$ cat src/inc/uatx_map.vh
// register map, field positions, reset values and widths of the async transmitter
// assumes a 32-bit classic wishbone slave port with word-aligned registers
`ifndef UATX_MAP_VH
`define UATX_MAP_VH

// ************************************************************
// register byte offsets
// ************************************************************
`define UATX_ADDR_W 4
`define UATX_OFF_CTRL 4'h0
`define UATX_OFF_STAT 4'h4
`define UATX_OFF_DATA 4'h8
`define UATX_OFF_BAUD 4'hc

// ************************************************************
// control register fields
// ************************************************************
`define UATX_CTL_TX_ENABLE 0
`define UATX_CTL_PORT_ENABLE 1
`define UATX_CTL_CLOCKED_MODE 2
`define UATX_CTL_NINE_BIT 3
`define UATX_CTL_INVERT 4
`define UATX_CTL_IRQ_ENABLE 5
`define UATX_CTL_NINTH_BIT 6
`define UATX_CTL_WIDE_DIV 7
`define UATX_CTL_HIGH_SPEED 8
`define UATX_CTL_W 9
`define UATX_CTL_RST 9'h000

// ************************************************************
// status register fields
// ************************************************************
`define UATX_STA_BUF_EMPTY 0
`define UATX_STA_SHIFT_EMPTY 1

// ************************************************************
// baud divisor and prescale counts
// ************************************************************
`define UATX_DIV_W 16
`define UATX_DIV_RST 16'h0000
`define UATX_PRE_X4 6'h03
`define UATX_PRE_X16 6'h0f
`define UATX_PRE_X64 6'h3f

// ************************************************************
// character format
// ************************************************************
`define UATX_CHAR_W 9
`define UATX_BITS_8 4'h8
`define UATX_BITS_9 4'h9

`endif

$ cat src/verilog/uatx_baud.v
// baud rate generator: prescaler of 4, 16 or 64 system clocks, then an 8/16-bit divider
// assumes divisor and speed selects are stable while a character is in flight
`timescale 1ns/1ps
`include "uatx_map.vh"

module uatx_baud #(
	parameter DIV_W = `UATX_DIV_W
) (
	// clock and reset
	input wire core_clk,
	input wire rst_b,
	// control
	input wire run,
	input wire restart,
	input wire wide_divider_sel,
	input wire high_speed_baud_sel,
	input wire [DIV_W-1:0] divisor,
	// bit-period tick
	output reg bit_tick_r
);

	reg [5:0] pre_cnt_r;
	reg [DIV_W-1:0] div_cnt_r;
	reg [5:0] pre_max;
	reg [DIV_W-1:0] div_max;
	wire pre_end;

	// multiplier and divider width from the two speed selects
	always @*
	begin
		if (wide_divider_sel && high_speed_baud_sel)
			pre_max = `UATX_PRE_X4;
		else if (wide_divider_sel || high_speed_baud_sel)
			pre_max = `UATX_PRE_X16;
		else
			pre_max = `UATX_PRE_X64;
		div_max = wide_divider_sel ? divisor : {{(DIV_W-8){1'b0}}, divisor[7:0]};
	end

	assign pre_end = (pre_cnt_r == pre_max);

	// counters restart so a lone start bit lasts one whole period
	always @(posedge core_clk or negedge rst_b)
	begin
		if (!rst_b)
		begin
			pre_cnt_r <= 6'h00;
			div_cnt_r <= {DIV_W{1'b0}};
			bit_tick_r <= 1'b0;
		end
		else if (!run)
		begin
			pre_cnt_r <= 6'h00;
			div_cnt_r <= {DIV_W{1'b0}};
			bit_tick_r <= 1'b0;
		end
		// restart one count ahead: the start level reaches the pin a cycle late
		else if (restart)
		begin
			pre_cnt_r <= 6'h01;
			div_cnt_r <= {DIV_W{1'b0}};
			bit_tick_r <= 1'b0;
		end
		else
		begin
			bit_tick_r <= 1'b0;
			pre_cnt_r <= pre_end ? 6'h00 : pre_cnt_r + 6'h01;
			if (pre_end)
			begin
				if (div_cnt_r >= div_max)
				begin
					div_cnt_r <= {DIV_W{1'b0}};
					bit_tick_r <= 1'b1;
				end
				else
					div_cnt_r <= div_cnt_r + {{(DIV_W-1){1'b0}}, 1'b1};
			end
		end
	end

endmodule // uatx_baud

$ cat src/verilog/uatx_shreg.v
// transmit shift register: parallel load, lsb-first shift, fills with mark
// assumes the caller decides framing and when to shift
`timescale 1ns/1ps

module uatx_shreg #(
	parameter W = 9
) (
	// clock and reset
	input wire core_clk,
	input wire rst_b,
	// control
	input wire clear,
	input wire load,
	input wire shift,
	input wire [W-1:0] load_data,
	// serial bit
	output wire lsb
);

	reg [W-1:0] sh_r;

	assign lsb = sh_r[0];

	// lsb goes out first, ones shift in from the top
	always @(posedge core_clk or negedge rst_b)
	begin
		if (!rst_b)
			sh_r <= {W{1'b1}};
		else if (clear)
			sh_r <= {W{1'b1}};
		else if (load)
			sh_r <= load_data;
		else if (shift)
			sh_r <= {1'b1, sh_r[W-1:1]};
	end

endmodule // uatx_shreg

$ cat src/verilog/uatx_top.v
// asynchronous nrz transmitter with one-deep holding register and wishbone registers
// assumes a classic wishbone master on core_clk; tx pin routing done outside
//
// Implementation choices: the Wishbone register port and the address map.
`timescale 1ns/1ps
`include "uatx_map.vh"

module uatx_top #(
	parameter DIV_W = `UATX_DIV_W
) (
	// clock and reset
	input wire core_clk,
	input wire rst_b,
	// wishbone slave
	input wire wb_cyc_i,
	input wire wb_stb_i,
	input wire wb_we_i,
	input wire [`UATX_ADDR_W-1:0] wb_adr_i,
	input wire [3:0] wb_sel_i,
	input wire [31:0] wb_dat_i,
	output reg [31:0] wb_dat_o,
	output reg wb_ack_o,
	// transmit pin
	output reg tx_pin_out,
	output wire tx_pin_oe,
	// internal serial copy and interrupt request
	output wire tx_logic_cell,
	output wire tx_irq_req,
	// format and baud shared with the receive path
	output wire shared_bit_tick,
	output wire shared_nine_bit_sel
);

	// ************************************************************
	// state codes
	// ************************************************************
	localparam [3:0] ST_IDLE = 4'b0001;
	localparam [3:0] ST_START = 4'b0010;
	localparam [3:0] ST_DATA = 4'b0100;
	localparam [3:0] ST_STOP = 4'b1000;

	// ************************************************************
	// declarations
	// ************************************************************
	reg [`UATX_CTL_W-1:0] ctrl_r;
	reg [DIV_W-1:0] baud_div_r;
	reg [`UATX_CHAR_W-1:0] hold_data_r;
	reg hold_full_r;
	reg [3:0] state_r;
	reg [3:0] state_nxt;
	reg [3:0] bit_cnt_r;
	reg [3:0] bit_cnt_nxt;
	reg line_nxt;
	reg take_hold;
	reg [31:0] rd_nxt;
	wire bus_req;
	wire wr_stb;
	wire tx_enable;
	wire port_enable;
	wire clocked_mode_sel;
	wire nine_bit_tx_sel;
	wire tx_invert;
	wire tx_irq_enable;
	wire tx_ninth_bit;
	wire tx_active;
	wire bit_tick;
	wire sh_lsb;
	wire [3:0] char_bits;
	wire tx_buffer_empty_flag;
	wire shifter_empty_flag;
	wire baud_restart;

	// ************************************************************
	// control field decode
	// ************************************************************
	assign tx_enable = ctrl_r[`UATX_CTL_TX_ENABLE];
	assign port_enable = ctrl_r[`UATX_CTL_PORT_ENABLE];
	assign clocked_mode_sel = ctrl_r[`UATX_CTL_CLOCKED_MODE];
	assign nine_bit_tx_sel = ctrl_r[`UATX_CTL_NINE_BIT];
	assign tx_invert = ctrl_r[`UATX_CTL_INVERT];
	assign tx_irq_enable = ctrl_r[`UATX_CTL_IRQ_ENABLE];
	assign tx_ninth_bit = ctrl_r[`UATX_CTL_NINTH_BIT];

	// all three conditions needed, else everything is flushed
	assign tx_active = tx_enable && port_enable && !clocked_mode_sel;
	assign char_bits = nine_bit_tx_sel ? `UATX_BITS_9 : `UATX_BITS_8;

	// ************************************************************
	// wishbone slave
	// ************************************************************
	assign bus_req = wb_cyc_i && wb_stb_i;
	// write acts on the edge where ack is sampled high
	assign wr_stb = bus_req && wb_we_i && wb_ack_o;

	// one wait state answer, ack drops the cycle after it was given
	always @(posedge core_clk or negedge rst_b)
	begin
		if (!rst_b)
			wb_ack_o <= 1'b0;
		else
			wb_ack_o <= bus_req && !wb_ack_o;
	end

	// read mux; flags are computed, writes to status are ignored
	always @*
	begin
		rd_nxt = 32'h0000_0000;
		case (wb_adr_i)
			`UATX_OFF_CTRL:
				rd_nxt[`UATX_CTL_W-1:0] = ctrl_r;
			`UATX_OFF_STAT:
			begin
				rd_nxt[`UATX_STA_BUF_EMPTY] = tx_buffer_empty_flag;
				rd_nxt[`UATX_STA_SHIFT_EMPTY] = shifter_empty_flag;
			end
			`UATX_OFF_DATA:
				rd_nxt[`UATX_CHAR_W-1:0] = hold_data_r;
			`UATX_OFF_BAUD:
				rd_nxt[DIV_W-1:0] = baud_div_r;
			default:
				rd_nxt = 32'h0000_0000;
		endcase
	end

	// read data registered with the ack
	always @(posedge core_clk or negedge rst_b)
	begin
		if (!rst_b)
			wb_dat_o <= 32'h0000_0000;
		else if (bus_req && !wb_ack_o)
			wb_dat_o <= rd_nxt;
	end

	// control and divisor registers, byte lanes honoured
	always @(posedge core_clk or negedge rst_b)
	begin
		if (!rst_b)
		begin
			ctrl_r <= `UATX_CTL_RST;
			baud_div_r <= `UATX_DIV_RST;
		end
		else if (wr_stb)
		begin
			if (wb_adr_i == `UATX_OFF_CTRL)
			begin
				if (wb_sel_i[0])
					ctrl_r[7:0] <= wb_dat_i[7:0];
				if (wb_sel_i[1])
					ctrl_r[8] <= wb_dat_i[8];
			end
			if (wb_adr_i == `UATX_OFF_BAUD)
			begin
				if (wb_sel_i[0])
					baud_div_r[7:0] <= wb_dat_i[7:0];
				if (wb_sel_i[1])
					baud_div_r[DIV_W-1:8] <= wb_dat_i[DIV_W-1:8];
			end
		end
	end

	// ************************************************************
	// holding register
	// ************************************************************
	// new write beats a same-cycle move into the shifter
	always @(posedge core_clk or negedge rst_b)
	begin
		if (!rst_b)
		begin
			hold_full_r <= 1'b0;
			hold_data_r <= {`UATX_CHAR_W{1'b0}};
		end
		else if (!tx_active)
			hold_full_r <= 1'b0;
		else if (wr_stb && wb_adr_i == `UATX_OFF_DATA && wb_sel_i[0])
		begin
			hold_full_r <= 1'b1;
			hold_data_r <= {tx_ninth_bit, wb_dat_i[7:0]};
		end
		else if (take_hold)
			hold_full_r <= 1'b0;
	end

	// ************************************************************
	// status and interrupt request
	// ************************************************************
	// flag from tx_enable and holding state; set in the same cycle as enable
	assign tx_buffer_empty_flag = tx_enable && !hold_full_r;
	assign tx_irq_req = tx_buffer_empty_flag && tx_irq_enable;
	// shifter empty is status only, never an interrupt source
	assign shifter_empty_flag = (state_r == ST_IDLE);

	// ************************************************************
	// baud generator and shifter
	// ************************************************************
	// restart only when leaving idle so the first start bit is whole
	assign baud_restart = take_hold && (state_r == ST_IDLE);

	uatx_baud #(
		.DIV_W(DIV_W)
	) u_baud (
		.core_clk(core_clk),
		.rst_b(rst_b),
		.run(tx_active),
		.restart(baud_restart),
		.wide_divider_sel(ctrl_r[`UATX_CTL_WIDE_DIV]),
		.high_speed_baud_sel(ctrl_r[`UATX_CTL_HIGH_SPEED]),
		.divisor(baud_div_r),
		.bit_tick_r(bit_tick)
	);

	// same tick and format offered to the receive side
	assign shared_bit_tick = bit_tick;
	assign shared_nine_bit_sel = nine_bit_tx_sel;

	// data bits only, no parity is ever generated
	uatx_shreg #(
		.W(`UATX_CHAR_W)
	) u_shreg (
		.core_clk(core_clk),
		.rst_b(rst_b),
		.clear(!tx_active),
		.load(take_hold),
		.shift(bit_tick && state_r == ST_DATA),
		.load_data(hold_data_r),
		.lsb(sh_lsb)
	);

	// ************************************************************
	// frame sequencer
	// ************************************************************
	always @*
	begin
		state_nxt = state_r;
		bit_cnt_nxt = bit_cnt_r;
		take_hold = 1'b0;
		line_nxt = 1'b1;
		case (state_r)
			ST_IDLE:
			begin
				if (hold_full_r)
				begin
					take_hold = 1'b1;
					state_nxt = ST_START;
				end
			end
			ST_START:
			begin
				line_nxt = 1'b0;
				if (bit_tick)
				begin
					state_nxt = ST_DATA;
					bit_cnt_nxt = 4'h0;
				end
			end
			ST_DATA:
			begin
				line_nxt = sh_lsb;
				if (bit_tick)
				begin
					bit_cnt_nxt = bit_cnt_r + 4'h1;
					if (bit_cnt_r + 4'h1 == char_bits)
						state_nxt = ST_STOP;
				end
			end
			ST_STOP:
			begin
				line_nxt = 1'b1;
				if (bit_tick)
				begin
					if (hold_full_r)
					begin
						take_hold = 1'b1;
						state_nxt = ST_START;
					end
					else
						state_nxt = ST_IDLE;
				end
			end
			default:
				state_nxt = ST_IDLE;
		endcase
	end

	// sequencer state; losing enable drops the character
	always @(posedge core_clk or negedge rst_b)
	begin
		if (!rst_b)
		begin
			state_r <= ST_IDLE;
			bit_cnt_r <= 4'h0;
		end
		else if (!tx_active)
		begin
			state_r <= ST_IDLE;
			bit_cnt_r <= 4'h0;
		end
		else
		begin
			state_r <= state_nxt;
			bit_cnt_r <= bit_cnt_nxt;
		end
	end

	// ************************************************************
	// line output
	// ************************************************************
	// registered line; mark when idle, inverted only in async mode
	always @(posedge core_clk or negedge rst_b)
	begin
		if (!rst_b)
			tx_pin_out <= 1'b1;
		else if (!tx_active)
			tx_pin_out <= !(tx_invert && !clocked_mode_sel);
		else if (state_nxt == ST_IDLE)
			tx_pin_out <= !tx_invert;
		else
			tx_pin_out <= line_nxt ^ tx_invert;
	end

	// pin driven whenever the port is enabled
	assign tx_pin_oe = port_enable;
	assign tx_logic_cell = tx_pin_out;

endmodule // uatx_top
$ cat config.mk
export PLATFORM = sky130hd
export DESIGN_NAME = uatx_top
export DESIGN_NICKNAME = d
export VERILOG_FILES = /design/src/verilog/uatx_baud.v /design/src/verilog/uatx_shreg.v /design/src/verilog/uatx_top.v
export VERILOG_INCLUDE_DIRS = /design/src /design/src/inc
export SDC_FILE = /design/constraint.sdc
export NUM_CORES = 1
export LEC_CHECK = 0
export BUFFER_PORTS_ARGS = -buffer_cell sky130_fd_sc_hd__buf_4
export CORE_ASPECT_RATIO = 1.1
export CORE_MARGIN = 1
export CORE_UTILIZATION = 45
export DETAILED_ROUTE_END_ITERATION = 12
export PLACE_DENSITY = 0.66
export SLEW_MARGIN = 25
export SYNTH_ARGS = -nofsm -noshare
export SYNTH_HDL_FRONTEND = slang
export SYNTH_SLANG_ARGS = --single-unit
$ cat constraint.sdc
create_clock -name core_clk -period 7.43 [get_ports core_clk]
set_clock_uncertainty 0.2 [all_clocks]
set_input_delay 1.486 -clock core_clk [delete_from_list [all_inputs] [get_ports core_clk]]
set_output_delay 1.486 -clock core_clk [all_outputs]
set_load 0.01 [all_outputs]
# Yosys cells after proc, flatten, opt, wreduce, memory -nomap -nowiden
# Cells that the tools add are included.
totals:
  ff_bits: 93
  input_bits: 45
  elab_cells: 105
  output_inout_bits: 39
classes:
  mux: 42
  order_cmp: 1
  addsub: 3
  n_eq_ne: 16
  n_bitwise: 1
  n_reduce_logical: 27
ops:
  columns: ["operator", "n"]
  rows:
  - ["2-to-1 mux 16 bit", 5]
  - ["2-to-1 mux 4 bit", 9]
  - ["2-to-1 mux 6 bit", 5]
  - ["2-to-1 mux 9 bit", 3]
  - ["case mux 7 bit (3 select lines)", 1]
  - ["adder 16 x 1 -> 16 bit, second input constant", 1]
  - ["greater-or-equal comparator 16 bit", 1]
  - ["case mux 4 bit (4 select lines)", 1]
  - ["!= test 3 bit, second input constant", 5]
  - ["AND reduction 3 bit", 5]
  - ["logical AND 1 bit", 14]
  - ["equality test 4 bit, second input constant", 3]
  - ["2-to-1 mux 1 bit", 12]
  - ["equality test 4 x 1 -> 1 bit, second input constant", 2]
  - ["equality test 4 x 3 -> 1 bit, second input constant", 2]
  - ["case mux 2 bit (4 select lines)", 1]
  - ["case mux 4 bit (2 select lines)", 1]
  - ["2-to-1 mux 7 bit", 1]
  - ["adder 6 x 1 -> 6 bit, second input constant", 1]
  - ["equality test 6 bit", 1]
  - ["logical NOT 1 bit", 5]
  - ["adder 4 x 1 -> 4 bit, second input constant", 1]
  - ["equality test 4 x 2 -> 1 bit, second input constant", 1]
  - ["equality test 4 bit", 1]
  - ["other kinds (7)", 8]

# Longest topological paths before layout
logic_depth:
  ltp_word: 8
  ltp_mapped: 10
  mapped_depth_nobuf: 8

# By module
# A second synthesis with hierarchy kept.
hier_totals:
  cells_unflattened: 512
  area_unflattened_um2: 5328.9
by_module_without_submodules:
  columns: ["module", "cells_each", "seq_area_each_um2", "area_each_um2", "n_inst"]
  rows:
  - ["uatx_top", 263, 1529.0, 2986.6, 1]
  - ["uatx_baud", 216, 575.6, 1854.3, 1]
  - ["uatx_shreg", 33, 236.5, 488.0, 1]

# Least setup slack after synthesis
# Ideal clock, no wire load.
synth_path:
  path_kind: "input to register"
  from: "input wb_adr_i[1]"
  to: "register baud_div_r[0]"
  setup_time_ns: 0.128
  n_path_buf: 1
  slack_ns: 4.538
  stages: 5
  arrival_time_ns: 2.564
  required_time_ns: 7.102
  cell_sequence: "nor2_2 -> nand3_1 -> or3_1 -> buf_2 -> mux2_1"
synth_via:
  elab_chain_len: 2
synth_lines:
  columns: ["item", "line_no", "rtl"]
  rows:
  - ["start, declared", "uatx_top.v:18", "input wire [`UATX_ADDR_W-1:0] wb_adr_i,"]
  - ["equality test 4 bit", null, null]
  - ["AND reduction 3 bit (no line)", null, null]
  - ["end signal, assigned", "uatx_top.v:140", "baud_div_r <= `UATX_DIV_RST;"]
  - ["end signal, assigned", "uatx_top.v:154", "baud_div_r[7:0] <= wb_dat_i[7:0];"]
  - ["end signal, assigned by index", "uatx_top.v:156", "baud_div_r[DIV_W-1:8] <= wb_dat_i[DIV_W-1:8];"]
  - ["end, declared", "uatx_top.v:46", "reg [DIV_W-1:0] baud_div_r;"]
# No other way between the ends.
# A chain may end at the register's enable or synchronous reset.

# Final worst setup path
layout_path:
  from: "register ctrl_r[7]"
  to: "register u_baud.div_cnt_r[12]"
layout_via:
  elab_chain_len: 6
  elab_cells_between_ends: 12
  cone_classes: "order compare (1); eq/ne (2); mux (7); reduce/logical (2)"
layout_lines:
  columns: ["item", "line_no", "rtl"]
  rows:
  - ["start, declared", "uatx_top.v:45", "reg [`UATX_CTL_W-1:0] ctrl_r;"]
  - ["start signal, assigned", "uatx_top.v:139", "ctrl_r <= `UATX_CTL_RST;"]
  - ["start signal, assigned", "uatx_top.v:147", "ctrl_r[7:0] <= wb_dat_i[7:0];"]
  - ["2-to-1 mux 16 bit", "uatx_baud.v:37", "div_max = wide_divider_sel ? divisor : {{(DIV_W-8){1'b0}}, divisor[7:0]};"]
  - ["greater-or-equal comparator 16 bit", "uatx_baud.v:70", "if (div_cnt_r >= div_max)"]
  - ["2-to-1 mux 16 bit", "uatx_baud.v:70", null]
  - ["2-to-1 mux 16 bit", "uatx_baud.v:68", "if (pre_end)"]
  - ["2-to-1 mux 16 bit", "uatx_baud.v:58", "else if (restart)"]
  - ["2-to-1 mux 16 bit", "uatx_baud.v:51", "else if (!run)"]
  - ["end signal, assigned", "uatx_baud.v:54", "div_cnt_r <= {DIV_W{1'b0}};"]
  - ["end signal, assigned", "uatx_baud.v:61", "div_cnt_r <= {DIV_W{1'b0}};"]
  - ["end signal, assigned", "uatx_baud.v:72", "div_cnt_r <= {DIV_W{1'b0}};"]
  - ["end, declared", "uatx_baud.v:23", "reg [DIV_W-1:0] div_cnt_r;"]
# Several ways; a longest one is shown, not always the timed one. The select of a mux whose other input is x is not followed.

==> results.tsv <==
stage	metric	value	unit
outcome	status	finished, final reports clean	
clock_network	post-cts-setup-buffers	0	
clock_network	root_buffer	clkbuf_16	
floorplanning	core	11100	um2
worst_setup_path	r2r-start	ctrl_r[7]	
routing	remaining_drc_errors	0	
global_routing	grt_pass1_wl	18.4	mm
timing	timing.fmax	335	MHz
global_routing	antenna_found_initial	0	
clock_network	clock_latency	350	ps
synthesis	synth_top_family_by_area	simple AND/OR/NAND/NOR gates	
place	place_ws	4150	ps
final_layout	syn_to_final_growth	13.4	%
worst_setup_path	endpoint	u_baud.div_cnt_r[12]	
synthesis	synthMuxAreaShare	12.4	%
synthesis	netlist_instances	484	
clock_network	cts-resized-gates	0	
synthesis	yosys.cell_types.count	65	
place	placed_cell_area	5560	um2
synthesis	async_flop_share	100	%
clock_network	cts.sinks	93	
final_layout	final_cells	677	
place	port_buffers	49	
power_and_ir_drop	total_power	1.04	mW
flow_run	maxCapViolCount	0	
synthesis	synth-edff-count	0	
clock_network	hold_buffers	0	
routing	drt-total-wl	11.0	mm
clock_network	cts_max_level	3	
place	dp_hpwl	7.79	mm
routing	dr.first_iter.drc_count	140	
worst_setup_path	critPathKind	flop to flop	
hold_path	hold_path_depth	2	
synthesis	ys_ff_latch	93	
final_layout	finish.instance_area	5860	um2
floorplanning	chipHeight	114	um
timing	hold_viol_final	0	
worst_setup_path	worstPathArrival	3030	ps
synthesis	netlist_top_cells_area	dfrtp_1, mux2_2, dfstp_2	
final_layout	antenna_cells	0	
synthesis	yosysSeqAreaShare	45.3	%
final_layout	drive_above_1_share	24.5	%
synthesis	yosysTopAreaCell	dfrtp_1	
worst_setup_path	cp-start-kind	flop	
worst_setup_path	r2r_cells	8	
timing	period_needed	2990	ps
clock_network	cts_buffers	9	
synthesis	yosysMostFrequentCell	dfrtp_1	
floorplanning	die_x	104	um
worst_setup_path	cp-end-kind	flop	
routing	antenna_left	0	
timing	fin_setup_tns	0	ps
timing	worst_slack	4440	ps
synthesis	yosys.area_share.xor_xnor	1.53	%
clock_network	cts_tree	built	
floorplanning	die_area	11900	um2
routing	vias	3753	
power_and_ir_drop	power.leakage	2.74	nW
power_and_ir_drop	peakVddDrop	0.133	mV
routing	wl_per_cell	16.2	um
synthesis	ys_warn_count	0	
worst_setup_path	rrSetupSlack	4440	ps
global_routing	grt_max_degree	79	
synthesis	synth_top_cell_area_share	39.7	%
floorplanning	ioPinCount	84	
synthesis	syn_area_per_cell	10.7	um2
floorplanning	start_util	46.7	%
timing	rsz0062_at_grt	no	
timing	setup_viol	0	
power_and_ir_drop	p_per_area	177	nW/um2
timing	relSlewSlack	49.5	%
worst_setup_path	critPathMaxFanout	22	
synthesis	synth_fa_ha_area_share	4.60	%
final_layout	fin_util	53.0	%
timing	slew_viol_final	0	
worst_setup_path	cp.required	7470	ps
floorplanning	rows	40	
final_layout	final_nets	589	
global_routing	grt.overflow.total	0	
clock_network	cts.clk_slew.worst_paths	70	ps
synthesis	ys.flop_type	dfrtp_1	
routing	via_per_inst	5.54	
synthesis	synth_compound_area_share	13.2	%
hold_path	hp-class	flop to flop	
routing	dr.pass1.iters	4	
place	dp.cells	661	
clock_network	ctsLongestPathBuffers	2	
synthesis	synth_common_cells	dfrtp_1, nand2_1, nor2_1	
timing	worstMarginPinSlew	753	ps
timing	timing.hold.ws	284	ps
worst_setup_path	crit_path_start	ctrl_r[7]	
global_routing	grt_pass1_vias	3661	
worst_setup_path	r2r-end	u_baud.div_cnt_r[12]	
timing	period_share	40.2	%
synthesis	synthesis.area	5170	um2
global_routing	grt_usage	19.6	%
synthesis	yosys.area_share.simple	17.3	%
place	globalplace.congestion	0.799	
final_layout	fillers	1009	
## how the worst min path moves through the flow
stage | start | slack [ps] | to
after floorplan | u_baud.div_cnt_r[15] | 260 | u_baud.div_cnt_r[15]
after detailed placement | wb_dat_o[1] | 270 | wb_dat_o[1]
after CTS | wb_dat_o[7] | 290 | wb_dat_o[7]
after global routing | wb_dat_o[7] | 300 | wb_dat_o[7]
final | wb_dat_o[1] | 280 | wb_dat_o[1]
after global placement | wb_dat_o[0] | 270 | wb_dat_o[0]
## state kept, by name, summed over array words and instances (netlist names)
signal and cells:
tx_logic_cell 1, hold_full_r 1, wb_dat_o 16, u_baud.div_cnt_r 16, wb_ack_o 1, ctrl_r 9
u_shreg.sh_r 9, state_r 4, bit_cnt_r 4, baud_div_r 16, u_baud.pre_cnt_r 6, hold_data_r 9
u_baud.bit_tick_r 1
## layout by cell type, fill, tap and decap left out, drive strengths merged, types with 3 or more instances in the layout
master  count
a21oi      13
nor3        7
nor2       32
xor2        4
conb       16
a22o        8
clkinv      3
a31oi      16
nand3b      5
or3         6
nand3      23
and3       12
o41ai       3
buf        50
nand2      50
inv        19
dfrtp      82
or2         6
mux2i      12
a22oi      18
nand2b      8
mux2       42
o31ai       6
o21ai      16
ha         19
xnor2       5
dfstp      11
clkbuf      9
## critical path: stages (launching register included)
cell and delay, ps:
dfrtp_1 600, nand2_1 100, ha_1 300, a21o_1 190, a221oi_2 330, a21o_1 160
a31o_2 430, nand3b_4 250, o41ai_2 320
## cell families after synthesis
kind of cell,count (synthesis)
buffers and inverters,52
flip-flops,93
AO/OA/AOI/OAI,93
other,1
adder cells (fa/ha/maj),19
AND/OR/NAND/NOR,162
multiplexers,55
XOR/XNOR,9
## layer usage
layer,up-vias,track usage (%),share of wire (%)
met1,1847,26.3,47
met3,13,2.73,4.4
met4,0,8.29,1.8
li1,1806,-,-
met2,87,32.0,47
met5,-,0,0
## where the power goes
part	internal (mW)	total [mW]	switching, mW
sequential	0.510	0.515	0.00419
clock	0.263	0.468	0.205
combinational	0.0195	0.0545	0.0350
total	0.793	1.04	0.244
## cell type report
cell class	instances	area [um2]	share of cell area [%]
flip-flops and latches	93	2340	39.9
repair buffers	50	379	6.47
clock inverters	7	73.8	1.26
clock buffers	9	225	3.84
multi-input cells	354	2590	44.3
inverters	17	63.8	1.09
well taps	147	184	3.14
Power figures use the tool's default switching activity.
